### src/hw/csc_params.svh
// Offsets, field positions, reset values and timing figures of the
// configuration space and clock control block.
// Assumes inclusion by bare name from the design files.
`ifndef CSC_PARAMS_SVH
`define CSC_PARAMS_SVH

// Configuration port bases selected by the strap
`define CSC_CFG_BASE_LO     16'h002E
`define CSC_CFG_BASE_HI     16'h004E
// Global register indexes
`define CSC_IDX_LDN         8'h07
`define CSC_IDX_GCFG1       8'h21
`define CSC_IDX_CLKCTL      8'h29
// Per-function register indexes
`define CSC_IDX_ACT         8'h30
`define CSC_IDX_BASE0_HI    8'h60
`define CSC_IDX_BASE0_LO    8'h61
`define CSC_IDX_BASE1_HI    8'h62
`define CSC_IDX_BASE1_LO    8'h63
`define CSC_IDX_IRQ_NUM     8'h70
`define CSC_IDX_IRQ_TYPE    8'h71
`define CSC_IDX_DMA0        8'h74
`define CSC_IDX_DMA1        8'h75
`define CSC_IDX_VEND0       8'hF0
`define CSC_IDX_VEND1       8'hF1
// Field positions
`define CSC_ACT_BIT         0
`define CSC_GCFG1_SWRST     1
`define CSC_GCFG1_LOCK      7
`define CSC_CLK_EN_BIT      2
`define CSC_CLK_VALID_BIT   3
`define CSC_CLK_MODEN_BIT   4
// Reset values
`define CSC_DMA_NONE        8'h04
`define CSC_IRQ_RST         8'h00
`define CSC_VEND_RST        8'h00
// Address range limits
`define CSC_PAR_LIMIT       16'h03F8
`define CSC_LEGACY_HI_MASK  16'h07FF
// Multiplier wake-up time, microseconds, and clock rate, MHz
`define CSC_WAKE_US         33000
`define CSC_CLK_MHZ         50

`endif

### src/hw/csc_pkg.sv
// Types shared by the configuration space and clock control block.
// Assumes nothing of its surroundings.
package csc_pkg;

  // Logical functions, also the logical device number
  typedef enum logic [2:0] {
    FN_FLOPPY = 3'b000,
    FN_PARPORT = 3'b001,
    FN_SERIAL1 = 3'b010,
    FN_SERIAL2 = 3'b011,
    FN_JOYSTICK = 3'b100,
    FN_BRIDGE = 3'b101
  } csc_func_t;

  // Clock source select encoding
  typedef enum logic [1:0] {
    SRC_EXT48 = 2'b00,
    SRC_MUL32K = 2'b01,
    SRC_MUL14M = 2'b10,
    SRC_RSVD = 2'b11
  } csc_src_t;

  // Multiplier states
  typedef enum logic [1:0] {
    CK_OFF = 2'b00,
    CK_WAIT = 2'b01,
    CK_RUN = 2'b10
  } csc_ck_state_t;

endpackage

### src/hw/csc_config_space.sv
// Configuration space with per-function resources and clock control.
// Assumes decoded single-cycle I/O strobes synchronous to ref_clk_in.
`timescale 1ns/1ps
`include "csc_params.svh"

module csc_config_space #(
  parameter int NF          = 6,
  parameter int GPIO_W      = 8,
  parameter int EXEMPT_PIN  = 6,
  parameter int WAKE_CYCLES = (`CSC_WAKE_US * `CSC_CLK_MHZ)
) (
  // Clock and reset
  input  wire logic                ref_clk_in,
  input  wire logic                rstn_in,
  // Straps
  input  wire logic                config_base_strap_in,
  input  wire logic [GPIO_W-1:0]   gpio_strap_in,
  // Host I/O cycles
  input  wire logic [15:0]         io_addr_in,
  input  wire logic                io_rd_in,
  input  wire logic                io_wr_in,
  input  wire logic [7:0]          io_wdata_in,
  output logic      [7:0]          io_rdata_out,
  output logic                     io_claim_out,
  // Function register access
  output logic      [NF-1:0]       func_hit_out,
  output logic      [4:0]          func_offset_out,
  output logic      [NF-1:0]       func_enable_out,
  // Pins and clock
  output logic      [GPIO_W-1:0]   gpio_mux_out,
  output logic      [GPIO_W-1:0]   gpio_pullup_out,
  output logic                     clk_enable_out,
  output logic                     mult_run_out
);

  // Range sizes in low address bits, bridge gives sixteen registers
  localparam logic [2:0] RBITS [6] = '{3'd3, 3'd3, 3'd3, 3'd3, 3'd1, 3'd4};
  // Legacy reset bases; zero for the vendor-specific functions
  localparam logic [15:0] DEF_BASE [6] =
    '{16'h03F0, 16'h0278, 16'h03F8, 16'h02F8, 16'h0000, 16'h0000};
  localparam int WAKE_W = $clog2(WAKE_CYCLES + 1);

  // Elaboration checks
  if (NF != 6) $error("csc_config_space serves exactly six functions");
  if (WAKE_CYCLES < 1) $error("WAKE_CYCLES must be at least one");
  if (EXEMPT_PIN >= GPIO_W) $error("EXEMPT_PIN outside the strap range");

  // Mask of the in-range low address bits
  function automatic logic [15:0] rmask(input int f);
    rmask = 16'((32'd1 << RBITS[f]) - 32'd1);
  endfunction

  // Alignment and range limits applied to a base value
  function automatic logic [15:0] base_fix(input int f,
                                           input logic [15:0] v);
    logic [15:0] t;
    t = v & ~rmask(f);
    if (f == csc_pkg::FN_FLOPPY || f == csc_pkg::FN_SERIAL1 ||
        f == csc_pkg::FN_SERIAL2)
      t = t & `CSC_LEGACY_HI_MASK;
    if (f == csc_pkg::FN_PARPORT && t > `CSC_PAR_LIMIT)
      t = `CSC_PAR_LIMIT;
    base_fix = t;
  endfunction

  // Register state
  logic [7:0]  idx_r;
  logic [7:0]  ldn_r;
  logic        lock_r;
  logic        sw_rst_r;
  logic        strap_done_r;
  logic        cfg_hi_r;
  logic        clk_en_r;
  logic        clk_en_d_r;
  logic        src_lock_r;
  logic [1:0]  src_r;
  logic [WAKE_W-1:0] wake_cnt_r;
  csc_pkg::csc_ck_state_t ck_state_r;
  csc_pkg::csc_ck_state_t ck_state_nxt;
  logic [7:0]  act_r   [NF];
  logic [15:0] base0_r [NF];
  logic [15:0] base1_r [NF];
  logic [7:0]  irqn_r  [NF];
  logic [7:0]  irqt_r  [NF];
  logic [7:0]  dma0_r  [NF];
  logic [7:0]  dma1_r  [NF];
  logic [7:0]  vend0_r [NF];
  logic [7:0]  vend1_r [NF];

  // Config port decode on all sixteen bits
  wire [15:0] cfg_base = cfg_hi_r ? `CSC_CFG_BASE_HI : `CSC_CFG_BASE_LO;
  wire        idx_hit  = (io_addr_in == cfg_base);
  wire        dat_hit  = (io_addr_in == cfg_base + 16'h0001);
  wire        io_req   = io_rd_in | io_wr_in;
  wire        dat_wr   = io_wr_in & dat_hit;
  wire        fsel_ok  = (ldn_r < 8'(NF));
  wire [2:0]  fsel     = ldn_r[2:0];
  wire        glob_wr  = dat_wr & (idx_r[7:4] != 4'h3) &
                         (idx_r[7:4] != 4'h6) & (idx_r[7:4] != 4'h7) &
                         (idx_r[7:4] != 4'hF);
  wire        fn_wr    = dat_wr & fsel_ok & ~glob_wr;
  wire        any_act;
  wire [NF-1:0] hit_vec;

  // Function range decode, active functions only
  genvar g;
  generate
    for (g = 0; g < NF; g++)
    begin : g_hit
      assign hit_vec[g] = act_r[g][`CSC_ACT_BIT] &
        ((io_addr_in & ~rmask(g)) == base0_r[g]);
    end
  endgenerate

  // Module enable status is any function active
  logic [NF-1:0] act_vec;
  always_comb
  begin
    for (int f = 0; f < NF; f++)
      act_vec[f] = act_r[f][`CSC_ACT_BIT];
  end
  assign any_act = |act_vec;

  // Clock control readback: source, enable, valid, module status
  wire [7:0] clk_rd = {3'h0, any_act, (ck_state_r == csc_pkg::CK_RUN),
                       clk_en_r, src_r};
  wire [7:0] fn_rd =
    (idx_r == `CSC_IDX_ACT)      ? act_r[fsel] :
    (idx_r == `CSC_IDX_BASE0_HI) ? base0_r[fsel][15:8] :
    (idx_r == `CSC_IDX_BASE0_LO) ? base0_r[fsel][7:0] :
    (idx_r == `CSC_IDX_BASE1_HI) ? base1_r[fsel][15:8] :
    (idx_r == `CSC_IDX_BASE1_LO) ? base1_r[fsel][7:0] :
    (idx_r == `CSC_IDX_IRQ_NUM)  ? irqn_r[fsel] :
    (idx_r == `CSC_IDX_IRQ_TYPE) ? irqt_r[fsel] :
    (idx_r == `CSC_IDX_DMA0)     ? dma0_r[fsel] :
    (idx_r == `CSC_IDX_DMA1)     ? dma1_r[fsel] :
    (idx_r == `CSC_IDX_VEND0)    ? vend0_r[fsel] :
    (idx_r == `CSC_IDX_VEND1)    ? vend1_r[fsel] : 8'h00;
  wire [7:0] glob_rd =
    (idx_r == `CSC_IDX_LDN)    ? ldn_r :
    (idx_r == `CSC_IDX_GCFG1)  ? {lock_r, 7'h00} :
    (idx_r == `CSC_IDX_CLKCTL) ? clk_rd : 8'h00;
  wire [7:0] dat_rd = glob_wr | (dat_hit & (idx_r[7:4] != 4'h3) &
                      (idx_r[7:4] != 4'h6) & (idx_r[7:4] != 4'h7) &
                      (idx_r[7:4] != 4'hF)) ? glob_rd :
                      (fsel_ok ? fn_rd : 8'h00);
  wire [4:0] offs_nxt = 5'(io_addr_in & 16'h001F);

  // Straps are caught one cycle after release, never under reset
  always_ff @(posedge ref_clk_in or negedge rstn_in)
  begin
    if (!rstn_in)
    begin
      strap_done_r    <= 1'b0;
      cfg_hi_r        <= 1'b0;
      gpio_mux_out    <= '0;
      gpio_pullup_out <= '0;
    end
    else if (!strap_done_r)
    begin
      strap_done_r    <= 1'b1;
      cfg_hi_r        <= config_base_strap_in;
      gpio_mux_out    <= gpio_strap_in;
      gpio_pullup_out <= ~gpio_strap_in &
                         ~(GPIO_W'(1) << EXEMPT_PIN);
    end
  end

  // Host answers: claim only config port or active function range
  always_ff @(posedge ref_clk_in or negedge rstn_in)
  begin
    if (!rstn_in)
    begin
      io_rdata_out    <= 8'h00;
      io_claim_out    <= 1'b0;
      func_hit_out    <= '0;
      func_offset_out <= 5'h00;
    end
    else
    begin
      io_claim_out    <= io_req & strap_done_r &
                         (idx_hit | dat_hit | (|hit_vec));
      func_hit_out    <= io_req ? hit_vec : '0;
      func_offset_out <= offs_nxt;
      io_rdata_out    <= idx_hit ? idx_r : (dat_hit ? dat_rd : 8'h00);
    end
  end

  // Global registers; lock bit and source lock survive software reset
  always_ff @(posedge ref_clk_in or negedge rstn_in)
  begin
    if (!rstn_in)
    begin
      idx_r      <= 8'h00;
      ldn_r      <= 8'h00;
      lock_r     <= 1'b0;
      sw_rst_r   <= 1'b0;
      clk_en_r   <= 1'b0;
      clk_en_d_r <= 1'b0;
      src_r      <= csc_pkg::SRC_EXT48;
      src_lock_r <= 1'b0;
    end
    else
    begin
      clk_en_d_r <= clk_en_r;
      sw_rst_r   <= glob_wr & (idx_r == `CSC_IDX_GCFG1) &
                    io_wdata_in[`CSC_GCFG1_SWRST];
      if (io_wr_in & idx_hit)
        idx_r <= io_wdata_in;
      if (sw_rst_r)
      begin
        ldn_r    <= 8'h00;
        clk_en_r <= 1'b0;
      end
      else if (glob_wr)
      begin
        if (idx_r == `CSC_IDX_LDN)
          ldn_r <= io_wdata_in;
        if (idx_r == `CSC_IDX_GCFG1)
          lock_r <= lock_r | io_wdata_in[`CSC_GCFG1_LOCK];
        if (idx_r == `CSC_IDX_CLKCTL)
        begin
          clk_en_r <= io_wdata_in[`CSC_CLK_EN_BIT];
          if (!src_lock_r)
          begin
            src_r      <= io_wdata_in[1:0];
            src_lock_r <= 1'b1;
          end
        end
      end
    end
  end

  // Per-function registers, set back to their reset values by either reset
  generate
    for (g = 0; g < NF; g++)
    begin : g_fn
      wire wr_me = fn_wr & (fsel == 3'(g));
      always_ff @(posedge ref_clk_in or negedge rstn_in)
      begin
        if (!rstn_in)
        begin
          act_r[g]   <= 8'h00;
          base0_r[g] <= DEF_BASE[g];
          base1_r[g] <= 16'h0000;
          irqn_r[g]  <= `CSC_IRQ_RST;
          irqt_r[g]  <= `CSC_IRQ_RST;
          dma0_r[g]  <= `CSC_DMA_NONE;
          dma1_r[g]  <= `CSC_DMA_NONE;
          vend0_r[g] <= `CSC_VEND_RST;
          vend1_r[g] <= `CSC_VEND_RST;
        end
        else if (sw_rst_r)
        begin
          act_r[g]   <= 8'h00;
          base0_r[g] <= DEF_BASE[g];
          base1_r[g] <= 16'h0000;
          irqn_r[g]  <= `CSC_IRQ_RST;
          irqt_r[g]  <= `CSC_IRQ_RST;
          dma0_r[g]  <= `CSC_DMA_NONE;
          dma1_r[g]  <= `CSC_DMA_NONE;
          vend0_r[g] <= `CSC_VEND_RST;
          vend1_r[g] <= `CSC_VEND_RST;
        end
        else if (wr_me)
        begin
          case (idx_r)
            `CSC_IDX_ACT:      act_r[g] <= {7'h00, io_wdata_in[0]};
            `CSC_IDX_BASE0_HI: base0_r[g] <=
              base_fix(g, {io_wdata_in, base0_r[g][7:0]});
            `CSC_IDX_BASE0_LO: base0_r[g] <=
              base_fix(g, {base0_r[g][15:8], io_wdata_in});
            `CSC_IDX_BASE1_HI: base1_r[g] <=
              base_fix(g, {io_wdata_in, base1_r[g][7:0]});
            `CSC_IDX_BASE1_LO: base1_r[g] <=
              base_fix(g, {base1_r[g][15:8], io_wdata_in});
            `CSC_IDX_IRQ_NUM:  irqn_r[g] <= io_wdata_in;
            `CSC_IDX_IRQ_TYPE: irqt_r[g] <= {6'h00, io_wdata_in[1:0]};
            `CSC_IDX_DMA0:     dma0_r[g] <= {5'h00, io_wdata_in[2:0]};
            `CSC_IDX_DMA1:     dma1_r[g] <= {5'h00, io_wdata_in[2:0]};
            `CSC_IDX_VEND0:    vend0_r[g] <= io_wdata_in;
            `CSC_IDX_VEND1:    vend1_r[g] <= io_wdata_in;
            default:           act_r[g] <= act_r[g];
          endcase
        end
      end
    end
  endgenerate

  // Function enables; bridge runs while its registers stay closed
  always_ff @(posedge ref_clk_in or negedge rstn_in)
  begin
    if (!rstn_in)
      func_enable_out <= '0;
    else
      func_enable_out <= act_vec |
        (NF'(1) << csc_pkg::FN_BRIDGE);
  end

  // Multiplier sequencing; external source is valid at once
  always_comb
  begin
    ck_state_nxt = ck_state_r;
    case (ck_state_r)
      csc_pkg::CK_OFF:
        if (clk_en_r & ~clk_en_d_r)
          ck_state_nxt = (src_r == csc_pkg::SRC_EXT48) ?
                         csc_pkg::CK_RUN : csc_pkg::CK_WAIT;
      csc_pkg::CK_WAIT:
        if (!clk_en_r)
          ck_state_nxt = csc_pkg::CK_OFF;
        else if (wake_cnt_r == WAKE_W'(WAKE_CYCLES - 1))
          ck_state_nxt = csc_pkg::CK_RUN;
      csc_pkg::CK_RUN:
        if (!clk_en_r)
          ck_state_nxt = csc_pkg::CK_OFF;
      default:
        ck_state_nxt = csc_pkg::CK_OFF;
    endcase
  end

  // Wake counter only runs while waiting, so restarts begin at zero
  always_ff @(posedge ref_clk_in or negedge rstn_in)
  begin
    if (!rstn_in)
    begin
      ck_state_r     <= csc_pkg::CK_OFF;
      wake_cnt_r     <= '0;
      clk_enable_out <= 1'b0;
      mult_run_out   <= 1'b0;
    end
    else
    begin
      ck_state_r     <= ck_state_nxt;
      wake_cnt_r     <= (ck_state_r == csc_pkg::CK_WAIT) ?
                        wake_cnt_r + WAKE_W'(1) : '0;
      clk_enable_out <= (ck_state_nxt == csc_pkg::CK_RUN);
      mult_run_out   <= (ck_state_nxt != csc_pkg::CK_OFF) &
                        (src_r != csc_pkg::SRC_EXT48);
    end
  end

  // Checks
  a_claim_active: assert property (@(posedge ref_clk_in) disable iff (!rstn_in)
    func_hit_out != '0 |-> (func_hit_out & ~$past(act_vec)) == '0)
    else $error("claimed range of an inactive function");
  a_sw_reset_clr: assert property (@(posedge ref_clk_in) disable iff (!rstn_in)
    sw_rst_r |=> (act_vec == '0) && !clk_en_r && $stable(lock_r))
    else $error("software reset left state behind");
  a_clk_held: assert property (@(posedge ref_clk_in) disable iff (!rstn_in)
    ck_state_r == csc_pkg::CK_WAIT |-> !clk_enable_out && !clk_rd[3])
    else $error("clock released before stable");
  a_src_frozen: assert property (@(posedge ref_clk_in) disable iff (!rstn_in)
    src_lock_r |=> $stable(src_r))
    else $error("source changed after lock");
  a_base_align: assert property (@(posedge ref_clk_in) disable iff (!rstn_in)
    (base0_r[csc_pkg::FN_BRIDGE] & 16'h000F) == 16'h0000)
    else $error("bridge base not aligned");
  a_base_limit: assert property (@(posedge ref_clk_in) disable iff (!rstn_in)
    base0_r[csc_pkg::FN_PARPORT] <= `CSC_PAR_LIMIT &&
    base0_r[csc_pkg::FN_SERIAL1][15:11] == 5'h00)
    else $error("base beyond its range");
  a_ext_valid: assert property (@(posedge ref_clk_in) disable iff (!rstn_in)
    clk_en_r && !clk_en_d_r && src_r == csc_pkg::SRC_EXT48 |=>
    clk_enable_out ##1 clk_rd[3])
    else $error("external clock not valid at once");
  a_clk_stop: assert property (@(posedge ref_clk_in) disable iff (!rstn_in)
    !clk_en_r |=> !clk_enable_out)
    else $error("clock kept after enable cleared");

endmodule // csc_config_space

### config.mk
export PLATFORM = sky130hd
export DESIGN_NAME = csc_config_space
export DESIGN_NICKNAME = d
export VERILOG_FILES = /design/src/hw/csc_pkg.sv /design/src/hw/csc_config_space.sv
export VERILOG_INCLUDE_DIRS = /design/src /design/src/hw
export SDC_FILE = /design/constraint.sdc
export NUM_CORES = 1
export LEC_CHECK = 0
export ABC_AREA = 1
export BUFFER_PORTS_ARGS = -buffer_cell sky130_fd_sc_hd__buf_2
export CELL_PAD_IN_SITES_DETAIL_PLACEMENT = 0
export CELL_PAD_IN_SITES_GLOBAL_PLACEMENT = 2
export CORE_MARGIN = 2
export CORE_UTILIZATION = 34
export CTS_CLUSTER_DIAMETER = 30
export CTS_CLUSTER_SIZE = 16
export DETAILED_ROUTE_END_ITERATION = 10
export PLACE_DENSITY = 0.87
export SETUP_SLACK_MARGIN = 0.5
export SLEW_MARGIN = 20
export SYNTH_ARGS = -nofsm -noshare
export SYNTH_HDL_FRONTEND = slang
export SYNTH_SLANG_ARGS = --single-unit
### constraint.sdc
create_clock -name ref_clk_in -period 1.88 [get_ports ref_clk_in]
set_input_delay 0.564 -clock ref_clk_in [delete_from_list [all_inputs] [get_ports ref_clk_in]]
set_output_delay 0.564 -clock ref_clk_in [all_outputs]
set_load 0.01 [all_outputs]
Word-level counts from Yosys, hierarchy flattened
Index checks and enable logic that the tools add are counted.
{"block": "classes", "add_sub_neg": 2, "n_lt_le_gt_ge": 6, "eq_ne": 43, "n_mux": 187, "n_bitwise": 41, "reduce_logical": 112}
{"operator": "8-bit 2-to-1 mux", "n": 125}
{"operator": "16-bit 2-to-1 mux", "n": 32}
{"operator": "16-bit one-hot mux with 2 select lines", "n": 8}
{"operator": "8-bit binary-select mux with 3-bit select", "n": 7}
{"operator": "2-bit AND reduction", "n": 56}
{"operator": "16-bit binary-select mux with 3-bit select", "n": 2}
{"operator": "16-bit equality test", "n": 6}
{"operator": "3-bit AND reduction", "n": 26}
{"operator": "8-bit by 7-bit equality test with 1-bit output, second input constant", "n": 8}
{"operator": "16-bit by 10-bit greater-than comparator with 1-bit output, second input constant", "n": 4}
{"operator": "2-bit nonzero test", "n": 22}
{"operator": "1-bit bitwise AND", "n": 30}
{"operator": "8-bit by 6-bit equality test with 1-bit output, second input constant", "n": 3}
{"operator": "21-bit by 1-bit adder with 21-bit output, second input constant", "n": 1}
{"operator": "21-bit equality test, second input constant", "n": 1}
{"operator": "21-bit 2-to-1 mux", "n": 1}
{"operator": "16-bit by 7-bit equality test with 1-bit output", "n": 1}
{"operator": "16-bit by 8-bit equality test with 1-bit output", "n": 1}
{"operator": "8-bit equality test, second input constant", "n": 2}
{"operator": "3-bit by 2-bit inequality test with 1-bit output, second input constant", "n": 4}
{"operator": "6-bit OR reduction", "n": 2}
{"operator": "2-bit 2-to-1 mux", "n": 5}
{"operator": "7-bit by 1-bit adder with 8-bit output, second input constant", "n": 1}
{"operator": "8-bit by 3-bit equality test with 1-bit output, second input constant", "n": 1}
{"operator": "other kinds (24)", "n": 42}
{"block": "totals", "reg_bits": 619, "in_bits": 37, "out_inout_bits": 44, "elab_cells": 490}

Depth between registers and ports, before layout
Gate-level depths: netlist of run 1.
{"block": "depth", "word_depth": 19, "ltp_mapped": 21, "depth_no_buf": 19}

Worst setup path before layout of run 1
OpenSTA, ideal clock, no wires.
{"block": "synth_timing", "kind": "input port to flip-flop", "start": "input io_addr_in[8]", "end": "register dma1_r[1] in the netlist's numbering", "arrival_ns": 2.066, "required_time_ns": 1.749, "slack_ns": -0.317, "stages": 13, "n_path_buf": 2, "path_cell_list": "buf_2 inv_1 nand4_1 nor4_1 and2_2 nand2_4 nor2_4 nand3_1 nand2_2 buf_4 nand2_1 nand2_1 o21ai_1"}
{"block": "synth_between", "elab_chain_cells": 11, "word_cells_on_any_way": 12, "classes_between": "eq/ne (1); bitwise (9); reduce/logical (2)"}
{"item": "start, declared", "line": "csc_config_space.sv:19", "text": "input wire logic [15:0] io_addr_in,"}
{"item": "16-bit by 8-bit equality test with 1-bit output *", "line": "csc_config_space.sv:93", "text": "wire dat_hit = (io_addr_in == cfg_base + 16'h0001);"}
{"item": "1-bit bitwise AND *", "line": "csc_config_space.sv:95", "text": "wire dat_wr = io_wr_in & dat_hit;"}
{"item": "1-bit bitwise AND (2 in a row)", "line": "csc_config_space.sv:98", "text": "wire glob_wr = dat_wr & (idx_r[7:4] != 4'h3) &"}
{"item": "1-bit bitwise AND (2 in a row)", "line": "csc_config_space.sv:99", "text": "(idx_r[7:4] != 4'h6) & (idx_r[7:4] != 4'h7) &"}
{"item": "1-bit NOT", "line": "csc_config_space.sv:101", "text": "wire fn_wr = dat_wr & fsel_ok & ~glob_wr;"}
{"item": "1-bit bitwise AND *", "line": "csc_config_space.sv:101"}
{"item": "1-bit bitwise AND *", "line": "csc_config_space.sv:238", "text": "wire wr_me = fn_wr & (fsel == 3'(g));"}
{"item": "2-bit nonzero test (no source line) *"}
{"item": "2-bit AND reduction (no source line) *"}
{"item": "end signal, assigned by index", "line": "csc_config_space.sv:249", "text": "dma1_r[g] <= `CSC_DMA_NONE;"}
{"item": "end signal, assigned by index", "line": "csc_config_space.sv:261", "text": "dma1_r[g] <= `CSC_DMA_NONE;"}
{"item": "end signal, assigned by index", "line": "csc_config_space.sv:280", "text": "`CSC_IDX_DMA1: dma1_r[g] <= {5'h00, io_wdata_in[2:0]};"}
{"item": "end, declared", "line": "csc_config_space.sv:86", "text": "logic [7:0] dma1_r [NF];"}
Mark *: on every way between the ends. The rest lies on a longest branch, timed or not.
A chain may end at the register's enable or synchronous reset.

Worst setup path after layout of run 1
{"block": "layout_timing", "start": "register cfg_hi_r", "end": "register irqn_r[12] in the netlist's numbering"}
{"block": "layout_between", "elab_chain_cells": 13, "word_cells_on_any_way": 14, "classes_between": "add/sub (1); eq/ne (1); mux (1); bitwise (9); reduce/logical (2)"}
{"item": "start, declared", "line": "csc_config_space.sv:72", "text": "logic cfg_hi_r;"}
{"item": "start signal, assigned", "line": "csc_config_space.sv:162", "text": "cfg_hi_r <= config_base_strap_in;"}
{"item": "7-bit 2-to-1 mux (no source line) *"}
{"item": "7-bit by 1-bit adder with 8-bit output *", "line": "csc_config_space.sv:93"}
{"item": "16-bit by 8-bit equality test with 1-bit output *", "line": "csc_config_space.sv:93"}
{"item": "1-bit bitwise AND *", "line": "csc_config_space.sv:95"}
{"item": "1-bit bitwise AND (2 in a row)", "line": "csc_config_space.sv:98"}
{"item": "1-bit bitwise AND (2 in a row)", "line": "csc_config_space.sv:99"}
{"item": "1-bit NOT", "line": "csc_config_space.sv:101"}
{"item": "1-bit bitwise AND *", "line": "csc_config_space.sv:101"}
{"item": "1-bit bitwise AND *", "line": "csc_config_space.sv:238"}
{"item": "2-bit nonzero test (no source line) *"}
{"item": "2-bit AND reduction (no source line) *"}
{"item": "end signal, assigned by index", "line": "csc_config_space.sv:246", "text": "irqn_r[g] <= `CSC_IRQ_RST;"}
{"item": "end signal, assigned by index", "line": "csc_config_space.sv:258", "text": "irqn_r[g] <= `CSC_IRQ_RST;"}
{"item": "end signal, assigned by index", "line": "csc_config_space.sv:277", "text": "`CSC_IDX_IRQ_NUM: irqn_r[g] <= io_wdata_in;"}
{"item": "end, declared", "line": "csc_config_space.sv:83", "text": "logic [7:0] irqn_r [NF];"}
Marked as above.

==> reports/metrics.yaml, run 1 <==
run_status: "complete, but fails checks"
violations: "setup timing"
slack_of_the_critical_path_ps: -419
fillerInstances: 5086
worst-endpoint-arrival_ps: 2840
dp_slack_ps: -708
fin_crit_sh_pct: 122
multi_input_comb_area_um2: 12500
drtAntennaViolNets: 0
cts_tree: "done"
yosys_warnings: 0
required_ps: 2420
power_density_nw_per_um2: 872
drt_drc_violations_left: 0
layout.core_utilization_pct: 56.3
mapped_cells: 2658
area_occupied_by_registers_um2: 10500
worst_flop_to_flop_path_startpoint: "cfg_hi_r"
start_util_pct: 34.3
globalRoute.totalOverflow: 0
worst_hold_margin_ps: 108
cts_buffers: 106
dr.first_iter.drc_count: 1720
timing.critical_path.slowest_cell_delay_ps: 400
critical_path.endpoint: "irqn_r[12]"
cell_at_the_root_of_the_clock_tree: "clkbuf_16"
vias: 21953
detailedPlacementHpwl_mm: 55.9
cts-root-to-sink-buffers: 3
grt_usage_pct: 26.7
dpl-instance-area_um2: 25200
first_pass_grt_wire_length_mm: 129
placeableCoreArea_um2: 60200
die_h_um: 251
final-max-slew-violation-count: 0
clock_insertion_delay_worst_skew_ps: 670
syn_area_um2: 20700
finalNetCount: 3220
sinks_on_the_clock_net: 416
layout.cells.most_common: "nand2_1"
ff2ff_setup_slack_ps: -420
vdd_ir_drop_max_v: 0.000647
synthesis.area_per_instance_um2: 7.78
cellLeakagePower_nw: 16.1
first_global_vias: 21896
worst_path_max_delay_cell: "dfrtp_1"
netlist-cell-type-count: 55
crit_path_end_kind: "flip-flop"
synthFlopType: "dfrtp_1"
grt_setup_unrepaired: "yes"
clk_transition_reported_paths_ps: 50
worst_clock_skew_ps: 43.1
timing.max_slew.rel_slack_pct: 61.2
ys_async_sr_fraction_pct: 100
vias_per_cell: 5.41
crit_start: "cfg_hi_r"
layout.cell_area.non_filler_um2: 33900
worst_pin_slew_ps: 581
synth-edff-count: 0
most_common_cell_type_on_the_critical_path: "nand2_4"
max_cap_viol_count: 0
area_growth_pct: 64.0
max_clock_freq_ghz: 0.435
io_pins: 81
final_layout_size_suffix_gt1_share_pct: 45.3
insertedDiodeCount: 0
grt_antenna_before_repair: 0
critical_path.reg2reg.endpoint: "irqn_r[12]"
synthesis.nets: 2696
hp-class: "input pin to flip-flop"
setup_viol: 347
drt-total-wl_mm: 86.3
overall_die_area_um2: 62800
critPathMaxFanout: 8
finalWorstPathRequiredPeriod_ps: 2300
whs_path_depth: 3
crit_path_cell_trace: "a21oi_2 -> nor4_2 -> and2_4 -> nand2_4 -> nor2_4 -> nand2_4 -> o21ai_4 -> buf_12 -> buf_8 -> buf_16 -> nand2_8 -> nand2_2 -> nand2_1"
layout.cells.most_common_list: "nand2_1 (625), dfrtp_1 (377), buf_4 (298), nand2_2 (273), nand3_2 (150)"
io_buffers: 79
fp.dieW_um: 251
yosysSeqAreaShare_pct: 50.5
gp_routability_congestion: 0.925
cts_max_level: 3
firstDrtPassIters: 6
hold_viol: 0
rr_worst_depth: 13
criticalPathCategory: "flip-flop to flip-flop"
detail_route.wl_per_cell_um: 21.3
pin_count_of_the_biggest_net_entering_global_routing: 81
fp-row-count: 90
yosys_register_bits: 416
report.power.total_mw: 29.6
crit_path_start_kind: "flip-flop"
==> logic make-up after synthesis <==
| kind of cell | synth area share (%) |
|---|---|
| adder cells (fa/ha/maj) | 0.0605 |
| XOR/XNOR | 0.804 |
| flip-flops | 50.5 |
| other | 0.0363 |
| buffers and inverters | 5.88 |
| AND/OR/NAND/NOR | 31.4 |
| AO/OA/AOI/OAI | 11.3 |
==> cells in the mapped netlist, drive strengths merged (3+ instances only) <==
library cell / n / share of area, %
nand2: 1011 / 19
dfrtp: 380 / 46
nand3: 311 / 7.6
o21ai: 178 / 4.4
nor2: 162 / 3.0
inv: 127 / 2.3
o22ai: 82 / 2.5
buf: 77 / 2.2
clkbuf: 66 / 1.2
a21oi: 53 / 1.3
dfstp: 36 / 4.6
nand4: 28 / 0.85
a221oi: 18 / 0.76
nor3: 17 / 0.44
a31oi: 14 / 0.42
nor4: 13 / 0.50
xnor2: 10 / 0.42
xor2: 9 / 0.38
a211oi: 8 / 0.29
a221o: 8 / 0.39
clkinv: 7 / 0.13
o2bb2ai: 7 / 0.30
a22oi: 6 / 0.22
a22o: 3 / 0.13
or2: 3 / 0.091
==> critical path, delay by kind of cell (launching register included) <==
family,cells,cell delay (ps)
AO/OA/AOI/OAI,2,320
AND/OR/NAND/NOR,8,1070
flip-flops,1,400
buffers and inverters,3,380
==> where the power goes <==
| group | internal [mW] | total (mW) | switching [mW] |
|---|---|---|---|
| Combinational | 0.549 | 1.61 | 1.06 |
| Clock | 13.0 | 18.9 | 5.94 |
| Sequential | 9.03 | 9.06 | 0.0270 |
| Total | 22.5 | 29.6 | 7.03 |
==> state kept, by name (all words and copies together) (netlist names), 12 cells and up <==
signal / flops
base0_r: 64
wake_cnt_r: 21
base1_r: 64
vend1_r: 48
irqn_r: 48
vend0_r: 48
irqt_r: 12
dma0_r: 18
dma1_r: 18
==> area by class of cell <==
cell class                 count  share of cell area [%]
clock buffer                 133                    8.65
inverter                     134                    1.57
multi-input combinational   1971                    36.8
timing repair buffer         553                    16.8
tap                          782                    2.88
sequential                   416                    30.8
clock inverter                66                    2.48
==> worst min-delay path by stage <==
stage / slack [ps] / start / endpoint
after global placement: 430 / rstn_in / wake_cnt_r[16]
after global routing: 100 / config_base_strap_in / cfg_hi_r
final: 110 / gpio_strap_in[6] / gpio_mux_out[6]
after detailed placement: 430 / rstn_in / wake_cnt_r[20]
after CTS: 80 / gpio_strap_in[6] / gpio_mux_out[6]
after floorplan: 270 / rstn_in / act_r[0]
==> layer usage <==
metal	global-route usage [%]	wire, um	vias to the layer above
met1	35.5	36400	10884
met5	0	0	-
met4	10.9	3510	0
li1	-	-	9960
met3	4.80	5600	216
met2	43.0	40700	893
==> through the flow <==
step	setup TNS (ps)	instances
after global routing	-134370	4055
final	-105300	4055
after detailed placement	-215730	3747
after floorplan	-68200	2658
after global placement	-182980	3747
after CTS	-99450	4019
==> timing repair <==
| item | CTS | global route |
|---|---|---|
| pin swaps | 120 | 173 |
| buffers inserted | 53 | 28 |
| hold endpoints to repair | 11 | 0 |
| gates resized for setup | 434 | 487 |
| cloned | 19 | 8 |
| endpoints found under the setup margin | 420 | 424 |
| hold buffers | 1 | 0 |
Note: power is estimated with default switching activity, not from simulation.
==> inputs of run 2 (changes only) <==
ABC_AREA = unset   (was 1)
CORE_UTILIZATION = 36   (was 34)
PLACE_DENSITY = 0.86   (was 0.87)
==> reports/metrics.yaml, run 2 <==
fin_crit_sh_pct: 133  # +11 points
placeableCoreArea_um2: 59000  # -2.0%
biggestRegsByFlops: "base0_r: 64 flops, base1_r: 64 flops"
detail_route.wl_per_cell_um: 22.8  # +7.0%
crit_start: "io_addr_in[14]"
crit_path_end_kind: "flip-flop"
hold_viol: 0  # unchanged
hp-class: "input pin to flip-flop"
grt_antenna_before_repair: 0  # unchanged
dp_slack_ps: -1380  # -668 ps
gp_routability_congestion: 0.946  # +2.3%
finalNetCount: 2867  # -11%
grt_setup_unrepaired: "yes"
drt_drc_violations_left: 0  # unchanged
worst-endpoint-arrival_ps: 3070  # +230 ps
grt_usage_pct: 26.3  # -0.39 points
clk_transition_reported_paths_ps: 40  # about the same
synth-edff-count: 0  # unchanged
power_density_nw_per_um2: 875  # +0.44%
netlist-cell-type-count: 73  # +33%
layout.cells.most_common_list: "nand2_1 (422), dfrtp_1 (370), buf_4 (341), a21oi_2 (155), a21oi_1 (153)"
placedCellCount: 3369  # -10%
finish.cell_count_without_fillers: 3696  # -8.9%
cts_tree: "done"
start_util_pct: 36.4  # +2.0 points
synthMostInstantiatedCell: "nand2_1"
run_status: "complete, but fails checks"
cts_max_level: 3  # unchanged
globalRoute.totalOverflow: 0  # unchanged
first_pass_grt_wire_length_mm: 123  # -4.2%
required_ps: 2440  # +20 ps
cts_buffers: 109  # +2.8%
final_layout_size_suffix_gt1_share_pct: 46.7  # +1.4 points
drtAntennaViolNets: 0  # unchanged
final-max-slew-violation-count: 0  # unchanged
worst_hold_margin_ps: 136  # +28.3 ps
pin_count_of_the_biggest_net_entering_global_routing: 110  # +36%
cellLeakagePower_nw: 14.1  # -13%
detailedPlacementHpwl_mm: 54.2  # -3.0%
synthesis.nets: 2375  # -12%
synthesis.area_per_instance_um2: 9.18  # +18%
yosysSeqAreaShare_pct: 48.7  # -1.8 points
setup-tns-final_ps: -158960  # -53660 ps
post-synth-top-area-fraction_pct: 44.3  # -1.7 points
finalWorstPathRequiredPeriod_ps: 2510  # +210 ps
vdd_ir_drop_max_v: 0.000782  # +21%
criticalPathCategory: "input pin to flip-flop"
io_pins: 81  # unchanged
layout.cells.most_common: "nand2_1"
worst_clock_skew_ps: 28.2  # -15.0 ps
mapped_cells: 2337  # -12%
overall_die_area_um2: 61600  # -2.0%
syn_area_um2: 21500  # +3.7%
first_global_vias: 20325  # -7.2%
sinks_on_the_clock_net: 416  # unchanged
worst_flop_to_flop_path_startpoint: "ldn_r[1]"
dr.first_iter.drc_count: 1491  # -13%
crit_path_start_kind: "input pin"
die_h_um: 248  # -1.0%
fillerInstances: 5010  # -1.5%
fp.dieW_um: 248  # -1.0%
yosys_warnings: 0  # unchanged
ys_async_sr_fraction_pct: 100  # unchanged
area_growth_pct: 54.1
cts-root-to-sink-buffers: 3  # unchanged
max_cap_viol_count: 0  # unchanged
worst_path_max_delay_cell: "or4_4"
post_synthesis_cell_type_with_the_largest_combined_area: "dfrtp_1"
synthFlopType: "dfrtp_1"
firstDrtPassIters: 5  # -1
clock_insertion_delay_worst_skew_ps: 650  # -20 ps
io_buffers: 79  # unchanged
crit_path_cell_trace: "buf_6 -> or4_4 -> nor4_4 -> nand3_2 -> buf_6 -> or4_4 -> buf_12 -> nor2_4 -> nand3_2 -> a21oi_2"
vias_per_cell: 5.59  # +3.2%
post_synth_most_frequent_cells: "nand2_1 (577), dfrtp_1 (380), a21oi_1 (309)"
slack_of_the_critical_path_ps: -629  # -210 ps
cell_at_the_root_of_the_clock_tree: "clkbuf_16"
yosys_register_bits: 416  # unchanged
timing.max_slew.rel_slack_pct: 48.1  # -13 points
timing.critical_path.slowest_cell_delay_ps: 570  # +170 ps
violations: "setup timing"
fp-row-count: 89  # -1.1%
setup_viol: 348  # +0.29%
worst_pin_slew_ps: 779  # +198 ps
worstHoldStart: "gpio_strap_in[3]"
critPathMaxFanout: 8  # unchanged
vias: 20657  # -5.9%
report.power.total_mw: 29.0  # -2.1%
drt-total-wl_mm: 84.1  # -2.5%
max_clock_freq_ghz: 0.399  # -8.4%
synth.top_cells.by_area: "dfrtp_1 (44%), nand2_1 (10%), a21oi_1 (7.2%)"
==> run 2: changes by cell type after synthesis, sizes merged, moves of 91 or more <==
cell / change
nand3: -217
inv: -116
o21ai: -91
mux2i: +124
nand2: -434
a21oi: +257
==> run 2: logic make-up (layout without fill, tap and decap cells) <==
kind of cell	count (synthesis)	count (layout)	synth area share (%)
DFF	416	416	48.7
adders and majority gates	2	2	0.105
xor gates and xnor gates	81	81	3.31
buffers and inverters	176	761	3.43
AOI/OAI and AO/OA	490	490	12.7
and+or+nand+nor	988	988	21.5
other	2	3	0.0350
muxes	182	182	10.3
==> run 2: worst max-delay path: cells and delay by family <==
family | cells | cell delay, ps
and+or+nand+nor | 6 | 1880
AOI/OAI and AO/OA | 1 | 180
buffers and inverters | 3 | 440
==> run 2: final cells by class <==
| type | count | area [um2] | area share, % |
|---|---|---|---|
| diodes | 1 | 2.50 | 0.00757 |
| clock buffers | 154 | 3150 | 9.52 |
| clock inverters | 50 | 662 | 2.00 |
| inverters | 11 | 41.3 | 0.125 |
| multi-input cells | 1745 | 12800 | 38.6 |
| flip-flops and latches | 416 | 10500 | 31.7 |
| well taps | 773 | 967 | 2.92 |
| repair buffers | 546 | 5000 | 15.1 |
==> run 2: where the power goes <==
part	total [mW]	switching, mW	internal (mW)
clock network	19.0	5.71	13.3
logic	0.864	0.602	0.263
registers	9.05	0.0213	9.03
total	29.0	6.34	22.6
==> run 2: repair_timing <==
item | CTS | global route
hold endpoints to repair | 15 | 0
pin swaps | 130 | 293
setup buffers | 31 | 86
hold buffers | 1 | 0
endpoints found under the setup margin | 418 | 422
resized for setup | 174 | 507
gates cloned | 0 | 4
==> run 2: stage by stage <==
step / instance area, um2 / utilization, %
floorplan: 21900 / -
global placement: 25500 / 43.2
CTS: 30300 / 51.3
finish: 33100 / 56.0
detailed placement: 25500 / 43.2
global route: 33100 / 56.0
==> run 2: final timing paths <==
check	slack, ps	end	depth (start not counted)
worst min-delay path	140	gpio_pullup_out[3]	2
max in group asynchronous	720	base0_r[89]	3
worst max register to register	-620	io_rdata_out[6]	9
worst max-delay path	-630	base1_r[13]	10
min in group asynchronous	400	wake_cnt_r[1]	2
worst min register to register	480	lock_r	1
==> run 2: metal layers <==
layer	track usage, %	share of wire, %	vias to the layer above
li1	-	-	9134
met1	34.8	41	10418
met2	42.0	46	833
met3	4.74	6.9	272
met4	12.0	5.3	0
met5	0	0	-
